`config.mk`:
```
export PLATFORM = sky130hd
export DESIGN_NAME = interrupt_accept_sequencer
export DESIGN_NICKNAME = d
export VERILOG_FILES = /design/src/intc_pkg.sv /design/src/interrupt_accept_sequencer.sv /design/src/src_edge_detect.sv
export SDC_FILE = /design/constraint.sdc
export NUM_CORES = 1
export LEC_CHECK = 0
export BUFFER_PORTS_ARGS = -buffer_cell sky130_fd_sc_hd__buf_2
export CAP_MARGIN = 10
export CORE_ASPECT_RATIO = 1.1
export CORE_MARGIN = 5
export CORE_UTILIZATION = 44
export DETAILED_ROUTE_END_ITERATION = 6
export PLACE_DENSITY_LB_ADDON = 0.3
export SLEW_MARGIN = 0
export SYNTH_ARGS = -nofsm -noshare
export SYNTH_HDL_FRONTEND = slang
export SYNTH_SLANG_ARGS = --single-unit
```
`constraint.sdc`:
```
create_clock -name clk -period 1.9 [get_ports clk]
set_input_delay 0.19 -clock clk [delete_from_list [all_inputs] [get_ports clk]]
set_output_delay 0.19 -clock clk [all_outputs]
set_load 0.05 [all_outputs]
```
`src/intc_pkg.sv`:
```
// Shared constants and types of the interrupt accept sequencer.
// Assumes one 40 MHz clock; one entry state is one clock cycle.
package intc_pkg;
   // Source layout: four edge pins, the event input, three peripherals
   localparam int NSRC = 8;
   localparam int NEXT = 4;
   localparam int NEDGE = 5;
   localparam int SRC_EVT = 4;
   localparam int NPERIPH = 3;

   // Entry phase lengths in states (cycles)
   localparam logic [3:0] SAVE_STATES = 4'h3 + 4'h1;
   localparam logic [3:0] VEC_STATES = 4'h2;
   localparam logic [3:0] IFETCH_STATES = 4'h4;
   localparam logic [3:0] INTERN_STATES = 4'h4;
   // Instruction wait range, not counting the block move instruction
   localparam int WAIT_MIN = 1;
   localparam int WAIT_MAX = 13;
   // Cycles from acceptance to handler start pulse
   localparam int ENTRY_CYCLES = 15;

   // Stack and address handling
   localparam logic [15:0] STACK_WORD = 16'h0002;
   localparam logic [15:0] WORD_ALIGN = 16'hFFFE;
   localparam logic [7:0] FLAGS_RESET = 8'h00;
   // Synchroniser idle: edge pins high (held inverted), event input high
   localparam logic [NEDGE-1:0] SYNC_RESET = 5'h10;

   // Edge modes: two select bits
   localparam logic [1:0] EDGE_FALL = 2'h0;
   localparam logic [1:0] EDGE_RISE = 2'h1;

   // Vector numbers per source, index 0 is highest priority
   localparam logic [7:0] VEC_NUM [NSRC] = '{
      8'h04, 8'h05, 8'h07, 8'h08, 8'h06, 8'h0B, 8'h0C, 8'h0D};

   // Memory command toward the core's bus unit
   typedef struct packed {
      logic req;
      logic we;
      logic [15:0] addr;
      logic [15:0] wdata;
   } mem_cmd_s;

   // Core state seen at an instruction boundary
   typedef struct packed {
      logic boundary;
      logic mask_bit;
      logic [7:0] cond_codes;
      logic [15:0] pc;
      logic [15:0] stack_pointer;
   } core_view_s;

   typedef enum logic [4:0] {
      ST_IDLE = 5'b0_0001,
      ST_SAVE = 5'b0_0010,
      ST_VEC = 5'b0_0100,
      ST_IFETCH = 5'b0_1000,
      ST_INTERN = 5'b1_0000
   } entry_state_e;
endpackage

```
`src/interrupt_accept_sequencer.sv`:
```
// Interrupt controller: request flags, priority pick, exception entry.
// Assumes the core pulses boundary when an instruction completes and
// answers stack writes and the vector read in fixed single states.
//
// Contract
// [RULE1] Enabled conditions alone forward a request
// [RULE2] A received request sets its flag
// [RULE3] Highest priority flag chosen, others stay pending
// [RULE4] Accept only while mask bit is zero
// [RULE5] Push next PC and condition codes
// [RULE6] Entry sets the global mask bit
// [RULE7] Fetch vector of accepted source, jump there
// [RULE8] Request colliding with clear still taken after
// [RULE9] Software clears bits only while masked
// [RULE10] Wait instruction end, fifteen to 27 total
// [RULE11] Save four, vector two, fetch four, internal four
// [RULE12] Word accesses force address bit zero low
// [RULE13] Condition codes saved as word, even byte restored
// [RULE14] Software keeps stack pointer even
// [RULE15] Pin function switch may set a flag
// [RULE16] Function 0 to 1, pin low, falling set
// [RULE17] Function 1 to 0, pin low, rising set
// [RULE18] Event source switch forming selected edge sets
// [RULE19] Software clears flag after function switch
// [RULE20] Flags clear only by writing zero
// [RULE21] Edge pin 0 highest, pin 4 lowest
// [RULE22] Pending flags re-judged each instruction boundary
`timescale 1ns/1ps
module interrupt_accept_sequencer import intc_pkg::*; (
   // Clock and reset
   input wire logic clk,
   input wire logic resetn,
   // External request pins, active low, asynchronous
   input wire logic [NEXT-1:0] ext_req_pin_n,
   input wire logic event_input_pin,
   // Same-domain event sources
   input wire logic internal_pwm_event,
   input wire logic [NPERIPH-1:0] periph_cond,
   // Pin function and edge configuration
   input wire logic [NEXT-1:0] port_func,
   input wire logic [NEXT-1:0] edge_sel,
   input wire logic event_source_select,
   input wire logic event_edge_sel_hi,
   input wire logic event_edge_sel_lo,
   input wire logic [NSRC-1:0] int_enable,
   // Flag register access, bits written 0 clear
   input wire logic flag_wr,
   input wire logic [NSRC-1:0] flag_wr_data,
   output logic [NSRC-1:0] request_flags,
   // Core view and memory port
   input wire core_view_s core,
   input wire logic [15:0] mem_rdata,
   output mem_cmd_s mem_cmd,
   // Entry results
   output logic entry_busy,
   output logic mask_set,
   output logic [2:0] accepted_src,
   output logic [15:0] stack_pointer_out,
   output logic handler_go,
   output logic [15:0] handler_pc,
   // Return from exception condition-code restore
   input wire logic ret_load,
   input wire logic [15:0] ret_word,
   output logic ret_codes_valid,
   output logic [7:0] ret_codes
);

   logic [NEDGE-1:0] sync1_r, sync2_r, sync3_r, filt_r;
   logic [NEDGE-1:0] src_level;
   logic [NEDGE-1:0][1:0] src_mode;
   logic [NEDGE-1:0] edge_hit;
   logic [NSRC-1:0] cond, req, flag_r, flag_clr;
   logic [2:0] pick_idx, sel_r;
   logic pending, accept;
   entry_state_e st_r, st_nxt;
   logic [3:0] cnt_r, cnt_nxt;
   logic [15:0] stack_even, vec_addr;
   mem_cmd_s mem_r;
   logic mask_set_r, go_r, ret_v_r;
   logic [15:0] go_pc_r, stack_base_r;
   logic [7:0] ret_codes_r;

   // Three-stage pin synchroniser; stage one feeds stage two only
   always_ff @(posedge clk) begin
      if (!resetn) begin
         sync1_r <= SYNC_RESET;
         sync2_r <= SYNC_RESET;
         sync3_r <= SYNC_RESET;
      end else begin
         sync1_r <= {event_input_pin, ~ext_req_pin_n};
         sync2_r <= sync1_r;
         sync3_r <= sync2_r;
      end
   end

   // Accept a level change once stages two and three agree
   always_ff @(posedge clk) begin
      if (!resetn) begin
         filt_r <= SYNC_RESET; // Idle levels, so no false edge after reset
      end else begin
         filt_r <= (sync2_r & sync3_r) | (filt_r & (sync2_r ^ sync3_r));
      end
   end

   // Deselected pins read high, so a switch can itself form an edge
   genvar g;
   generate
      for (g = 0; g < NEXT; g++) begin : g_ext
         // filt holds the inverted active-low pin; restore pin level
         assign src_level[g] = port_func[g] ? ~filt_r[g] : 1'b1; // RULE15
         assign src_mode[g] = {1'b0, edge_sel[g]}; // RULE16 RULE17
      end
   endgenerate

   // Event input picks pin or internal PWM; a switch may form an edge
   assign src_level[SRC_EVT] = event_source_select ? internal_pwm_event :
                               filt_r[SRC_EVT]; // RULE18
   assign src_mode[SRC_EVT] = {event_edge_sel_hi, event_edge_sel_lo};

   src_edge_detect #(
      .N(NEDGE)
   ) u_edges (
      .clk(clk),
      .resetn(resetn),
      .level(src_level),
      .mode(src_mode),
      .hit(edge_hit)
   );

   // Only enabled conditions reach the flags
   assign cond = {periph_cond, edge_hit};
   assign req = cond & int_enable; // RULE1
   assign flag_clr = flag_wr ? ~flag_wr_data : '0;

   // Set beats a same-cycle clear; acceptance never clears a flag
   always_ff @(posedge clk) begin
      if (!resetn) begin
         flag_r <= FLAGS_RESET;
      end else begin
         flag_r <= (flag_r & ~flag_clr) | req; // RULE2 RULE8 RULE20
      end
   end
   assign request_flags = flag_r;

   // Lowest index wins: edge pin 0 first, pin 4 after pins 1 to 3
   always_comb begin
      pick_idx = 3'h0;
      for (int i = NSRC - 1; i >= 0; i--) begin
         if (flag_r[i]) begin
            pick_idx = 3'(i); // RULE3 RULE21
         end
      end
   end
   assign pending = |flag_r;

   // Judged afresh at each boundary while idle and unmasked
   assign accept = (st_r == ST_IDLE) && core.boundary && pending &&
                   !core.mask_bit; // RULE4 RULE22

   // Entry phase sequencing
   always_comb begin
      st_nxt = st_r;
      cnt_nxt = cnt_r + 4'h1;
      case (st_r)
         ST_IDLE: begin
            cnt_nxt = 4'h0;
            if (accept) begin
               st_nxt = ST_SAVE; // RULE10
            end
         end
         ST_SAVE: begin
            if (cnt_r == SAVE_STATES - 4'h1) begin
               st_nxt = ST_VEC; // RULE11
               cnt_nxt = 4'h0;
            end
         end
         ST_VEC: begin
            if (cnt_r == VEC_STATES - 4'h1) begin
               st_nxt = ST_IFETCH; // RULE11
               cnt_nxt = 4'h0;
            end
         end
         ST_IFETCH: begin
            if (cnt_r == IFETCH_STATES - 4'h1) begin
               st_nxt = ST_INTERN;
               cnt_nxt = 4'h0;
            end
         end
         ST_INTERN: begin
            if (cnt_r == INTERN_STATES - 4'h1) begin
               st_nxt = ST_IDLE;
               cnt_nxt = 4'h0;
            end
         end
         default: begin
            st_nxt = ST_IDLE;
            cnt_nxt = 4'h0;
         end
      endcase
   end

   // State and phase counter
   always_ff @(posedge clk) begin
      if (!resetn) begin
         st_r <= ST_IDLE;
         cnt_r <= 4'h0;
      end else begin
         st_r <= st_nxt;
         cnt_r <= cnt_nxt;
      end
   end

   // Latch source and stack base at acceptance
   always_ff @(posedge clk) begin
      if (!resetn) begin
         sel_r <= 3'h0;
         stack_base_r <= 16'h0000;
      end else if (accept) begin
         sel_r <= pick_idx;
         stack_base_r <= (core.stack_pointer & WORD_ALIGN) -
                         (STACK_WORD + STACK_WORD);
      end
   end
   assign stack_even = stack_base_r & WORD_ALIGN;
   assign vec_addr = {7'h00, VEC_NUM[sel_r], 1'b0} & WORD_ALIGN; // RULE7

   // Bus commands: PC word above, code word below, then vector read
   always_ff @(posedge clk) begin
      if (!resetn) begin
         mem_r <= '0;
      end else if (accept) begin
         mem_r.req <= 1'b1;
         mem_r.we <= 1'b1;
         mem_r.addr <= ((core.stack_pointer & WORD_ALIGN) - STACK_WORD) &
                       WORD_ALIGN; // RULE5 RULE12
         mem_r.wdata <= core.pc & WORD_ALIGN;
      end else if (st_r == ST_SAVE && cnt_r == 4'h1) begin
         mem_r.addr <= stack_even; // RULE12
         mem_r.wdata <= {core.cond_codes, core.cond_codes}; // RULE13
      end else if (st_r == ST_SAVE && cnt_r == SAVE_STATES - 4'h1) begin
         mem_r.we <= 1'b0;
         mem_r.addr <= vec_addr;
         mem_r.wdata <= 16'h0000;
      end else if (st_r == ST_VEC && cnt_r == VEC_STATES - 4'h1) begin
         mem_r <= '0;
      end
   end
   assign mem_cmd = mem_r;

   // Mask raised as entry starts; handler address taken at vector read end
   always_ff @(posedge clk) begin
      if (!resetn) begin
         mask_set_r <= 1'b0;
         go_pc_r <= 16'h0000;
         go_r <= 1'b0;
      end else begin
         mask_set_r <= accept; // RULE6
         go_r <= (st_r == ST_INTERN) && (cnt_r == INTERN_STATES - 4'h1);
         if (st_r == ST_VEC && cnt_r == VEC_STATES - 4'h1) begin
            go_pc_r <= mem_rdata & WORD_ALIGN; // RULE7
         end
      end
   end

   // Condition codes come back from the even, upper byte only
   always_ff @(posedge clk) begin
      if (!resetn) begin
         ret_codes_r <= 8'h00;
         ret_v_r <= 1'b0;
      end else begin
         ret_v_r <= ret_load;
         if (ret_load) begin
            ret_codes_r <= ret_word[15:8]; // RULE13
         end
      end
   end

   // Output drive
   assign entry_busy = (st_r != ST_IDLE);
   assign mask_set = mask_set_r;
   assign accepted_src = sel_r;
   assign stack_pointer_out = stack_base_r;
   assign handler_go = go_r;
   assign handler_pc = go_pc_r;
   assign ret_codes_valid = ret_v_r;
   assign ret_codes = ret_codes_r;
endmodule

```
`src/src_edge_detect.sv`:
```
// Per-channel edge detector for request sources.
// Assumes levels are already in the clk domain; mode per channel.
`timescale 1ns/1ps
module src_edge_detect import intc_pkg::*; #(
   parameter int N = NEDGE
) (
   // Clock and reset
   input wire logic clk,
   input wire logic resetn,
   // Source levels and edge modes
   input wire logic [N-1:0] level,
   input wire logic [N-1:0][1:0] mode,
   // One-cycle edge pulses
   output logic [N-1:0] hit
);
   logic [N-1:0] prev_r;

   // Idle level is high, so reset must not fake a falling edge
   always_ff @(posedge clk) begin
      if (!resetn) begin
         prev_r <= '1;
      end else begin
         prev_r <= level;
      end
   end

   // Edge match per channel
   genvar g;
   generate
      for (g = 0; g < N; g++) begin : g_ch
         logic rise;
         logic fall;
         assign rise = level[g] & ~prev_r[g];
         assign fall = ~level[g] & prev_r[g];
         assign hit[g] = mode[g][1] ? (rise | fall) :
                         (mode[g] == EDGE_RISE) ? rise : fall;
      end
   endgenerate
endmodule

```
# Word-level counts from Yosys, hierarchy flattened
# Memory sizes are Yosys's and may differ from the RTL's.
# Cells that the tools add are included.
[word_totals] romBits=64 memories=1 in_bits=114 out_inout_bits=89 elab_cells=133 ff_bits=120
[mem_list] name="(no name shown)" words=8 word_bits=8 read_ports=1 rd_clocked_by_memory_dff=0 wr=0 line="interrupt_accept_sequencer.sv:225" rtl="assign vec_addr = {7'h00, VEC_NUM[sel_r], 1'b0} & WORD_ALIGN;"
[classes] bitwise=37 muxes=37 n_reduce_logical=18 magnitude_cmp=1 n_eq_ne=16 addsub=3
[ops] operator="two-way mux 34 bit" count=2
[ops] operator="two-way mux 33 bit" count=1
[ops] operator="two-way mux 32 bit" count=1
[ops] operator="two-way mux 5 bit" count=5
[ops] operator="case mux 5 bit (5 select lines)" count=1
[ops] operator="two-way mux 3 bit" count=8
[ops] operator="two-way mux 8 bit" count=3
[ops] operator="bitwise AND 8 bit" count=2
[ops] operator="inverter 8 bit" count=2
[ops] operator="subtractor 16 x 2 -> 16 bit (second input constant)" count=1
[ops] operator="subtractor 16 x 3 -> 16 bit (second input constant)" count=1
[ops] operator="inverter 1 bit" count=15
[ops] operator="two-way mux 1 bit" count=12
[ops] operator="bitwise AND 1 bit" count=10
[ops] operator="bitwise AND 5 bit" count=2
[ops] operator="two-way mux 4 bit" count=2
[ops] operator="inequality test 2 bit (second input constant)" count=4
[ops] operator="OR 8 bit" count=1
[ops] operator="case mux 4 bit (2 select lines)" count=1
[ops] operator="OR reduction 8 bit" count=1
[ops] operator="logical AND 1 bit" count=7
[ops] operator="inequality test 2 x 1 -> 1 bit (second input constant)" count=3
[ops] operator="nonzero test 3 bit" count=2
[ops] operator="== test 5 x 1 -> 1 bit (second input constant)" count=1
[ops] operator="24 further kinds" count=24

# Logic depth before layout (Yosys ltp)
# Gate-level depths: netlist of run 1.
[depth] depth_word=8 ltp_mapped=9 ltp_nobuf=7

# Hierarchy
# A second synthesis of run 1 with hierarchy kept.
[unflattened] cells_unflattened=619 hier_area_um2=5486.5
[by_module_without_submodules] mod="interrupt_accept_sequencer" area_per_inst_um2=5104.9 seq_area_each_um2=2282.2 cells_each=579 instances=1
[by_module_without_submodules] mod="src_edge_detect" area_per_inst_um2=381.6 seq_area_each_um2=100.1 cells_each=40 instances=1

# Least setup slack after synthesis of run 1
# No wires, ideal clock.
[synth_timing] path_type="reg2reg" startpoint="register flag_r[1] (netlist: request_flags[1])" endpoint="register mem_r (netlist bit mem_cmd[21])" period_less_slack_ps=2085 arrival_time_ps=1962 required_ps=1777 setup_ps=123 path_buffers=2 path_slack_ps=-185 path_stages_with_launch=7 cell_sequence="dfxtp_1 > or4_4 > o211a_1 > buf_2 > buf_2 > a221oi_1 > nor2_1"
[synth_via] elab_chain_len=4 word_cells_on_any_way=5 cone_classes="mux: 1; reduce/logical: 4"
[synth_lines] element="from (decl)" line="interrupt_accept_sequencer.sv:72" rtl="logic [NSRC-1:0] cond, req, flag_r, flag_clr;"
[synth_lines] element="from (signal assigned)" line="interrupt_accept_sequencer.sv:140" rtl="flag_r <= (flag_r & ~flag_clr) | req;"
[synth_lines] element="OR reduction 8 bit *" line="interrupt_accept_sequencer.sv:154" rtl="assign pending = |flag_r;"
[synth_lines] element="logical AND 1 bit * (2 in a row)" line="interrupt_accept_sequencer.sv:157" rtl="assign accept = (st_r == ST_IDLE) && core.boundary && pending &&"
[synth_lines] element="nonzero test 4 bit (no line) / two-way mux 34 bit (equally long branches)"
[synth_lines] element="to (decl)" line="interrupt_accept_sequencer.sv:78" rtl="mem_cmd_s mem_r;"
# Mark *: on every way between the ends. The rest lies on a longest branch, timed or not.
# A chain may end at the register's enable or synchronous reset.

# Worst setup path after layout of run 1
[layout_timing] startpoint="register flag_r[1] (netlist: request_flags[1])" endpoint="register mem_r (netlist bit mem_cmd[15])"
# The elaborated chain is that of the path after synthesis.

==> impl_metrics.yaml, run 1 <==
status:
  status: "complete, but fails checks"
  violations: "negative setup slack"
min_path:
  hold_start: "mem_rdata[14]"
  hp-class: "primary input to register"
logic_synthesis:
  synth-main-ff-cell: "dfxtp_1"
  synth_compound_area_share_pct: 19.6
  synth_most_common_cell: "dfxtp_1"
  synth_edf_count: 0
  synth.top_cells.by_area: "dfxtp_1 (46%), a21oi_1 (6.1%), nand2_1 (5.1%)"
  synth-seq-cells: 119
  ys_warn_count: 0
  synth_fa_ha_area_share_pct: 4.30
  ys_types: 59
  synth_top_family_by_area: "compound AO/OA/AOI/OAI gates"
  synth_area_per_cell_um2: 8.88
  synthSimpleGateAreaFrac_pct: 18.5
  muxShareOfSynthArea_pct: 2.78
  synth_top_area_share_pct: 46.0
  synthXorXnorAreaFrac_pct: 4.57
  synthTopCellsByCount: "dfxtp_1 (119), nand2_1 (71), a21oi_1 (63)"
  async_flop_share_pct: 0
  yosys.area.top_type: "dfxtp_1"
  synth_area_um2: 5180
  yosysSeqAreaShare_pct: 46.0
  syn_inst: 583
worst_setup_path:
  r2r_slack_ns: -0.005
  criticalPathCategory: "register to register"
  regToRegStartpoint: "request_flags[1]"
  path_cells: "or4_4 > o211a_4 > a31oi_4 > buf_12 > a22oi_1 > a21oi_1"
  max_stage_delay_ns: 0.57
  r2r_end: "mem_cmd[15]"
  critPathCapture: "mem_cmd[15]"
  crit_cells: 6
  crit_family: "compound AO/OA/AOI/OAI gates"
  cp_data_arrival_time_ns: 2.24
  rr_worst_depth: 6
  cp_max_fo: 16
  crit_path_start: "request_flags[1]"
  critPathBufInv: 1
  start_kind: "register"
  required_ns: 2.24
  crit_path_top_delay_cell: "or4_4"
  critPathCaptureType: "register"
timing:
  timing.fmax_mhz: 525
  slew_viol_final: 0
  hold_violations: 0
  worst_pin_slew_ns: 0.551
  post-route-min-period_ns: 1.91
  finalSetupTns_ns: -0.00657
  grt_setup_unrepaired: "true"
  final.setup.worst_slack_ns: -0.00522
  setup_viol: 2
  whs_ns: 0.0229
  period_share_pct: 100
  slew_headroom_pct: 63.2
  fin_skew_ns: 0.00547
finish:
  fin_nets: 941
  instances_no_fill: 973
  final_util_pct: 64.4
  drive_gt1_share_pct: 36.9
  n_antenna_cell: 0
  area_delta_synth_final_pct: 43.1
global_routing:
  grt_pass1_wl_um: 23800
  overflow: 0
  grtUsageTotal_pct: 21.5
  grt_pass1_vias: 5100
  grt_antenna_before_repair: 0
  grt_max_degree: 47
place:
  port_buffers: 188
  dp_hpwl_um: 11300
  gp_routability_congestion: 0.934
  dp.cells: 923
route:
  drc_errors: 0
  routed_wl_um: 15200
  first_pass_iters: 6
  vias: 5122
  antenna_left: 0
  viasPerCell: 5.26
  routedWlPerCell_um: 15.7
  drtIter0Drc: 263
clock_tree:
  ctsRootBufferMaster: "clkbuf_16"
  clock_path_buffers: 2
  cts-htree-levels: 4
  path_clk_slew_ns: 0.06
  numCtsBuffers: 17
  clk_latency_ns: 0.41
  cts_tree: "built"
  clock_sinks: 119
die:
  rows: 41
  start_util_pct: 45.0
  coreArea_um2: 11500
  io-pin-count: 203
  die_area_um2: 14000
  die_h_um: 124
  die_w_um: 113
run:
  maxCapViolCount: 0
power_and_ir_drop:
  power_density_nw_per_um2: 987
  power.leakage_nw: 3.29
  irDropWorstVdd_mv: 0.556
## registers in the layout, summed over array words and instances (netlist names), 8 cells and up
register	flops
request_flags	8
handler_pc	15
ret_codes	8
mem_cmd	33
stack_pointer_out	15
## per-stage QoR
step | power, mW | instance area (um^2) | setup WS, ns
after floorplan | 3.36 | 5230 | 0.00348
after global placement | 3.67 | 6470 | 0.0462
after detailed placement | 3.69 | 6470 | -0.0202
after CTS | 7.35 | 7320 | -0.00338
after global routing | 7.59 | 7410 | -0.0677
final | 7.31 | 7410 | -0.00522
## tightest hold or removal path, stage by stage
cell     delay, ns
buf_2         0.10
nand2_1       0.05
a21oi_1       0.05
## cell families (layout without fill, tap and decap cells)
logic type                 Yosys count  count (layout)
AOI/OAI and AO/OA                  159             159
adders and majority gates           18              18
and+or+nand+nor                    196             196
xor gates and xnor gates            27              27
DFF                                119             119
buffers and inverters               49             287
other                                1               3
muxes                               14              14
## worst min-delay path by stage
stage | end | slack [ns] | cells past startpoint
finish | handler_pc[14] | 0.02 | 3
floorplan | u_edges.prev_r[0] | 0.26 | 1
global route | handler_pc[14] | 0.02 | 3
global placement | sync1_r[2] | 0.35 | 2
CTS | handler_pc[14] | 0.004 | 3
detailed placement | sync1_r[2] | 0.35 | 2
## layout by cell type (no fill, tap or decap), types with 5 or more instances in the layout
cell type and count:
dfxtp_1 109, dlygate4sd3_1 15, inv_1 13, xnor2_1 13
and2_1 10, nand2b_1 6, clkinv_4 5, ha_1 16
dfxtp_2 6, o21ai_0 26, nor3_1 8, a22oi_1 18
nand3_1 14, nand2_1 69, o21ai_1 5, bufinv_16 5
clkbuf_16 18, a21oi_1 61, nor2_1 49, xor2_1 14
and3b_1 5, buf_4 35, buf_2 188, mux2i_1 11
a211oi_1 9
## cell type report
class / instances / area [um^2]
inverter: 14 / 52.6
clock inverter: 13 / 218
timing repair buffer: 241 / 1410
sequential: 119 / 2400
tap: 150 / 188
fill: 962 / 4090
multi-input combinational: 417 / 2670
clock buffer: 19 / 464
## per-layer routing
metal / GRT usage [%] / share of wire, % / up-vias
met1: 23.3 / 38 / 2352
met5: 0 / 0 / -
met2: 38.0 / 50 / 222
li1: - / - / 2504
met3: 6.85 / 8.3 / 44
met4: 10.3 / 2.9 / 0
## timing repair
item / 4_1_cts / 5_1_grt
gates resized for setup: 5 / 19
hold endpoints to repair: 14 / 0
hold buffers: 15 / 0
setup endpoints to repair: 7 / 56
pin swaps: 2 / 1
setup buffers: 0 / 3
## power breakdown
group	leakage [nW]	switching [mW]	internal, mW
Clock	0.325	1.17	2.45
Combinational	1.99	0.664	0.355
Sequential	0.975	0.0714	2.60
(Power assumes the default switching activity.)
==> run 2: changes to the inputs <==
- CORE_ASPECT_RATIO: 1.1 -> default
==> run 2 against run 1 <==
  * The flow still finishes with violations (negative setup slack)
  * Non-clock buffer count increased by 2
  * Final cell count is 0.51% lower
  * First-iteration DRC count shrank 15%
  * Clock skew increased by 0.0012 ns
  * Critical path type unchanged
==> impl_metrics.yaml, run 2 (same netlist as run 1, synthesis figures left out) <==
worst_setup_path:
  criticalPathCategory: "register to register"
  path_cells: "or4_4 > o211a_4 > a31oi_4 > buf_12 > a22oi_1 > a21oi_1"
  cp_max_fo: 15
  rr_worst_depth: 6
  crit_family: "compound AO/OA/AOI/OAI gates"
  r2r_end: "mem_cmd[13]"
  start_kind: "register"
  critPathBufInv: 1
  regToRegStartpoint: "request_flags[1]"
  r2r_slack_ns: -0.004
  required_ns: 2.24
  crit_path_top_delay_cell: "or4_4"
  critPathCaptureType: "register"
  cp_data_arrival_time_ns: 2.24
  max_stage_delay_ns: 0.56
global_routing:
  grt_antenna_before_repair: 0
  grt_pass1_wl_um: 24200
  grt_max_degree: 42
  grt_pass1_vias: 5102
  grtUsageTotal_pct: 21.0
  overflow: 0
clock_tree:
  ctsRootBufferMaster: "clkbuf_16"
  clock_sinks: 119
  cts_tree: "built"
  numCtsBuffers: 17
  cts-htree-levels: 4
  path_clk_slew_ns: 0.05
  clk_latency_ns: 0.41
  clock_path_buffers: 2
status:
  status: "complete, but fails checks"
  violations: "negative setup slack"
finish:
  drive_gt1_share_pct: 36.5
  final_util_pct: 63.6
  final_cell_mix: "buf_2 (188), dfxtp_1 (110), nand2_1 (70), a21oi_1 (62), nor2_1 (49)"
  area_delta_synth_final_pct: 40.9
  largest_register_ffs: 33
  fin_nets: 943
  layout_commonest_cell: "buf_2"
  n_antenna_cell: 0
die:
  die_h_um: 118
  die_w_um: 118
  start_util_pct: 45.1
  coreArea_um2: 11500
  die_area_um2: 14000
  io-pin-count: 203
  rows: 39
route:
  antenna_left: 0
  viasPerCell: 5.27
  drtIter0Drc: 223
  first_pass_iters: 5
  drc_errors: 0
  vias: 5105
  routed_wl_um: 15100
  routedWlPerCell_um: 15.6
place:
  gp_routability_congestion: 0.906
  pre_cts_ws_ns: -0.0206
  dp_hpwl_um: 11400
  port_buffers: 188
timing:
  slew_viol_final: 0
  grt_setup_unrepaired: "true"
  setup_viol: 1
  hold_violations: 0
  fin_skew_ns: 0.00663
  final.setup.worst_slack_ns: -0.00407
  post-route-min-period_ns: 1.90
  timing.fmax_mhz: 525
  period_share_pct: 100
min_path:
  hp-class: "primary input to register"
  holdPathStages: 3
  hold_start: "mem_rdata[11]"
  hold-path-endpoint: "handler_pc[11]"
power_and_ir_drop:
  power_density_nw_per_um2: 936
  irDropWorstVdd_mv: 0.762
  power.leakage_nw: 3.26
run:
  maxCapViolCount: 0
## run 2: cell count changes in the layout (fill, tap and decap cells not counted), sizes merged
| cell | previous run | this run |
|---|---|---|
| buf | 226 | 234 |
| bufinv | 5 | 2 |
| clkbuf | 19 | 21 |
| clkinv | 5 | 4 |
| clkinvlp | 2 | 4 |
| dlygate4sd3 | 15 | 9 |
## run 2: through the flow
step	hold WS [ns]	instances	setup TNS, ns	total power [mW]	area [um^2]
after floorplan	0.262	585	0	3.36	5230
after global placement	0.348	924	-0.00132	3.68	6520
after detailed placement	0.347	924	-0.0901	3.70	6520
after CTS	0.00361	967	-0.00439	6.88	7250
after global routing	0.00646	968	-1.08	7.09	7290
final	0.0173	968	-0.00407	6.82	7290
## run 2: worst max-delay path by stage
stage                     start           to  slack [ns]  depth (start not counted)
2_1_floorplan  request_flags[4]  mem_cmd[13]       0.003                          6
3_3_place_gp   request_flags[4]   mem_cmd[2]      -0.001                          6
3_5_place_dp   request_flags[4]   mem_cmd[4]       -0.02                          6
4_1_cts        request_flags[1]   mem_cmd[1]      -0.003                          6
5_1_grt        request_flags[1]   mem_cmd[3]        -0.1                          6
6_report       request_flags[1]  mem_cmd[13]      -0.004                          6
## run 2: layer usage
| layer | vias up | GRT usage (%) | routed length, um |
|---|---|---|---|
| met5 | - | 0 | 0 |
| met4 | 0 | 7.23 | 189 |
| met3 | 18 | 7.07 | 1130 |
| met2 | 182 | 36.7 | 7690 |
| met1 | 2389 | 24.0 | 6130 |
| li1 | 2516 | - | - |
## run 2: final cells by class
type                       instances  area, um^2
timing repair buffer             243        1410
clock buffer                      21         470
inverter                          14        52.6
sequential                       119        2400
fill                             962        4180
multi-input combinational        417        2650
tap                              143         179
clock inverter                    11         123
## run 2: repair_timing
action / 4_1_cts / 5_1_grt
resized for setup: 4 / 7
buffers inserted: 2 / 1
pin swaps: 1 / 3
hold buffers: 9 / 0
setup endpoints to repair: 18 / 32
endpoints found under the hold margin: 9 / 0
## run 2: worst reg2reg max path: cells and delay by family, from the launching register on
family	cells	cell delay (ns)
AOI/OAI and AO/OA	4	0.75
DFF	1	0.34
and+or+nand+nor	1	0.56
buffers and inverters	1	0.18
## run 2: power by group
group / internal [mW] / leakage, nW / switching, mW
logic: 0.348 / 2.01 / 0.658
clock network: 2.03 / 0.281 / 1.11
registers: 2.60 / 0.975 / 0.0701
total: 4.98 / 3.26 / 1.84
==> run 3: changes to the inputs <==
- SETUP_SLACK_MARGIN: default -> 0.15
==> run 3 against run 2 <==
  * The flow still finishes with violations (negative setup slack)
  * Global-route usage increased by 0.76 points
  * Total power grew 1.5%
  * Sequential power about the same
  * Setup slack got worse by 0.032 ns
  * Fmax fell by 1.6%
  * Register-to-register slack worse by 0.03 ns
  * First-iteration DRC count grew 43%
  * Wire length is 6.4% higher
  * Worst hold slack got worse by 0.0050 ns
==> impl_metrics.yaml, run 3 (same netlist as run 1, synthesis figures left out) <==
status:
  status: "complete, but fails checks"
  violations: "negative setup slack"
finish:
  multiInputGateArea_um2: 3030
  drive_gt1_share_pct: 45.7
  largest_register_ffs: 33
  final_cell_area_um2: 7940
  area_delta_synth_final_pct: 53.5
  fin_nets: 958
  fillers: 869
  regArea_um2: 2420
  final_cell_mix: "buf_2 (187), dfxtp_1 (104), nand2_1 (65), a21oi_1 (55), buf_4 (39)"
  n_antenna_cell: 0
  layout_commonest_cell: "buf_2"
timing:
  grt_setup_unrepaired: "true"
  slew_viol_final: 0
  fin_skew_ns: 0.00616
  timing.fmax_mhz: 517
  period_share_pct: 102
  post-route-min-period_ns: 1.94
  hold_violations: 0
  final.setup.worst_slack_ns: -0.0359
  setup_viol: 9
clock_tree:
  clock_path_buffers: 2
  numCtsBuffers: 17
  cts-htree-levels: 4
  path_clk_slew_ns: 0.06
  cts_tree: "built"
  clk_latency_ns: 0.41
  clock_sinks: 119
  ctsRootBufferMaster: "clkbuf_16"
power_and_ir_drop:
  power_frac_comb_pct: 17.2
  power_switching_mw: 2.05
  seqPwrFrac_pct: 38.7
  power.leakage_nw: 3.45
  irDropWorstVdd_mv: 0.536
  p_clk_share_pct: 44.0
  intPower_mw: 4.87
  p_sw_share_pct: 29.7
  power_density_nw_per_um2: 871
route:
  viasPerCell: 5.36
  routed_wl_um: 16100
  drc_errors: 0
  first_pass_iters: 4
  drtIter0Drc: 320
  vias: 5267
  antenna_left: 0
  routedWlPerCell_um: 16.4
place:
  pre_cts_ws_ns: -0.0591
  port_buffers: 188
  dp_hpwl_um: 11000
  gp_routability_congestion: 0.883
  placed_cell_area_um2: 6550
min_path:
  hp-class: "primary input to register"
  hold_start: "mem_rdata[12]"
  holdPathStages: 3
die:
  die_w_um: 118
  io-pin-count: 203
  rows: 39
  die_h_um: 118
  coreArea_um2: 11500
  start_util_pct: 45.1
  die_area_um2: 14000
worst_setup_path:
  cp_data_arrival_time_ns: 2.22
  cp_max_fo: 21
  regToRegStartpoint: "request_flags[4]"
  criticalPathCategory: "register to register"
  rr_worst_depth: 6
  critPathCaptureType: "register"
  crit_path_start: "request_flags[4]"
  start_kind: "register"
  r2r_slack_ns: -0.04
  required_ns: 2.19
global_routing:
  grt_pass1_vias: 5349
  grtUsageTotal_pct: 21.8
  grt_antenna_before_repair: 0
  grt_pass1_wl_um: 25200
  overflow: 0
  grt_max_degree: 56
run:
  maxCapViolCount: 0
## run 3: cell count changes in the layout (fill, tap and decap cells not counted), moves of 9 or more
cell	before	now
a22oi_1	19	9
a22oi_2	2	12
o21ai_0	29	20
buf_6	0	9
a211oi_2	0	10
nor2_1	49	36
a211oi_1	12	2
## run 3: path summary, 6_finish.rpt
check                                       to
worst max register to register      mem_cmd[6]
worst max-delay path                mem_cmd[6]
worst min register to register      sync2_r[4]
worst min-delay path            handler_pc[12]
## run 3: through the flow
step	setup TNS (ns)	total power, mW	cells	hold slack [ns]	utilization [%]
after floorplan	0	3.38	585	0.262	-
after global placement	0	3.68	916	0.348	57.1
after detailed placement	-0.117	3.70	916	0.348	57.1
after CTS	-0.0149	6.86	976	0.000582	66.5
after global routing	-1.22	7.17	983	0.00758	69.3
final	-0.155	6.92	983	0.0123	69.3
## run 3: area by class of cell
type	instances	share of cell area (%)
Multi-Input combinational cell	417	38.2
Sequential cell	119	30.4
Timing Repair Buffer	258	21.2
Clock buffer	19	5.84
Tap cell	143	2.25
Clock inverter	13	1.37
Inverter	14	0.662
## run 3: what timing repair did
| item | in CTS | in global routing |
|---|---|---|
| setup buffers | 15 | 4 |
| hold endpoints to repair | 11 | 0 |
| gates resized for setup | 55 | 53 |
| hold buffers | 12 | 0 |
| pin swaps | 19 | 16 |
| setup endpoints to repair | 59 | 77 |
| gates cloned | 1 | 3 |
## run 3: routing by layer
metal	wire, um	track usage [%]
met5	0	0
met4	423	9.28
met3	1110	6.73
met2	8270	38.7
met1	6300	23.9
## run 3: worst max-delay path: stages (launching register included)
cell     delay [ns]
dfxtp_4        0.34
or4_4          0.56
o211a_4        0.31
buf_12         0.15
buf_12         0.16
a22oi_2        0.19
a21oi_1        0.08
## run 3: power groups by stage
stage / combinational [mW] / sequential, mW / clock (mW)
floorplan: 0.370 / 3.01 / 0
CTS: 1.09 / 2.67 / 3.09
global placement: 0.961 / 2.72 / 0
global route: 1.27 / 2.69 / 3.21
finish: 1.19 / 2.68 / 3.05
detailed placement: 0.979 / 2.72 / 0
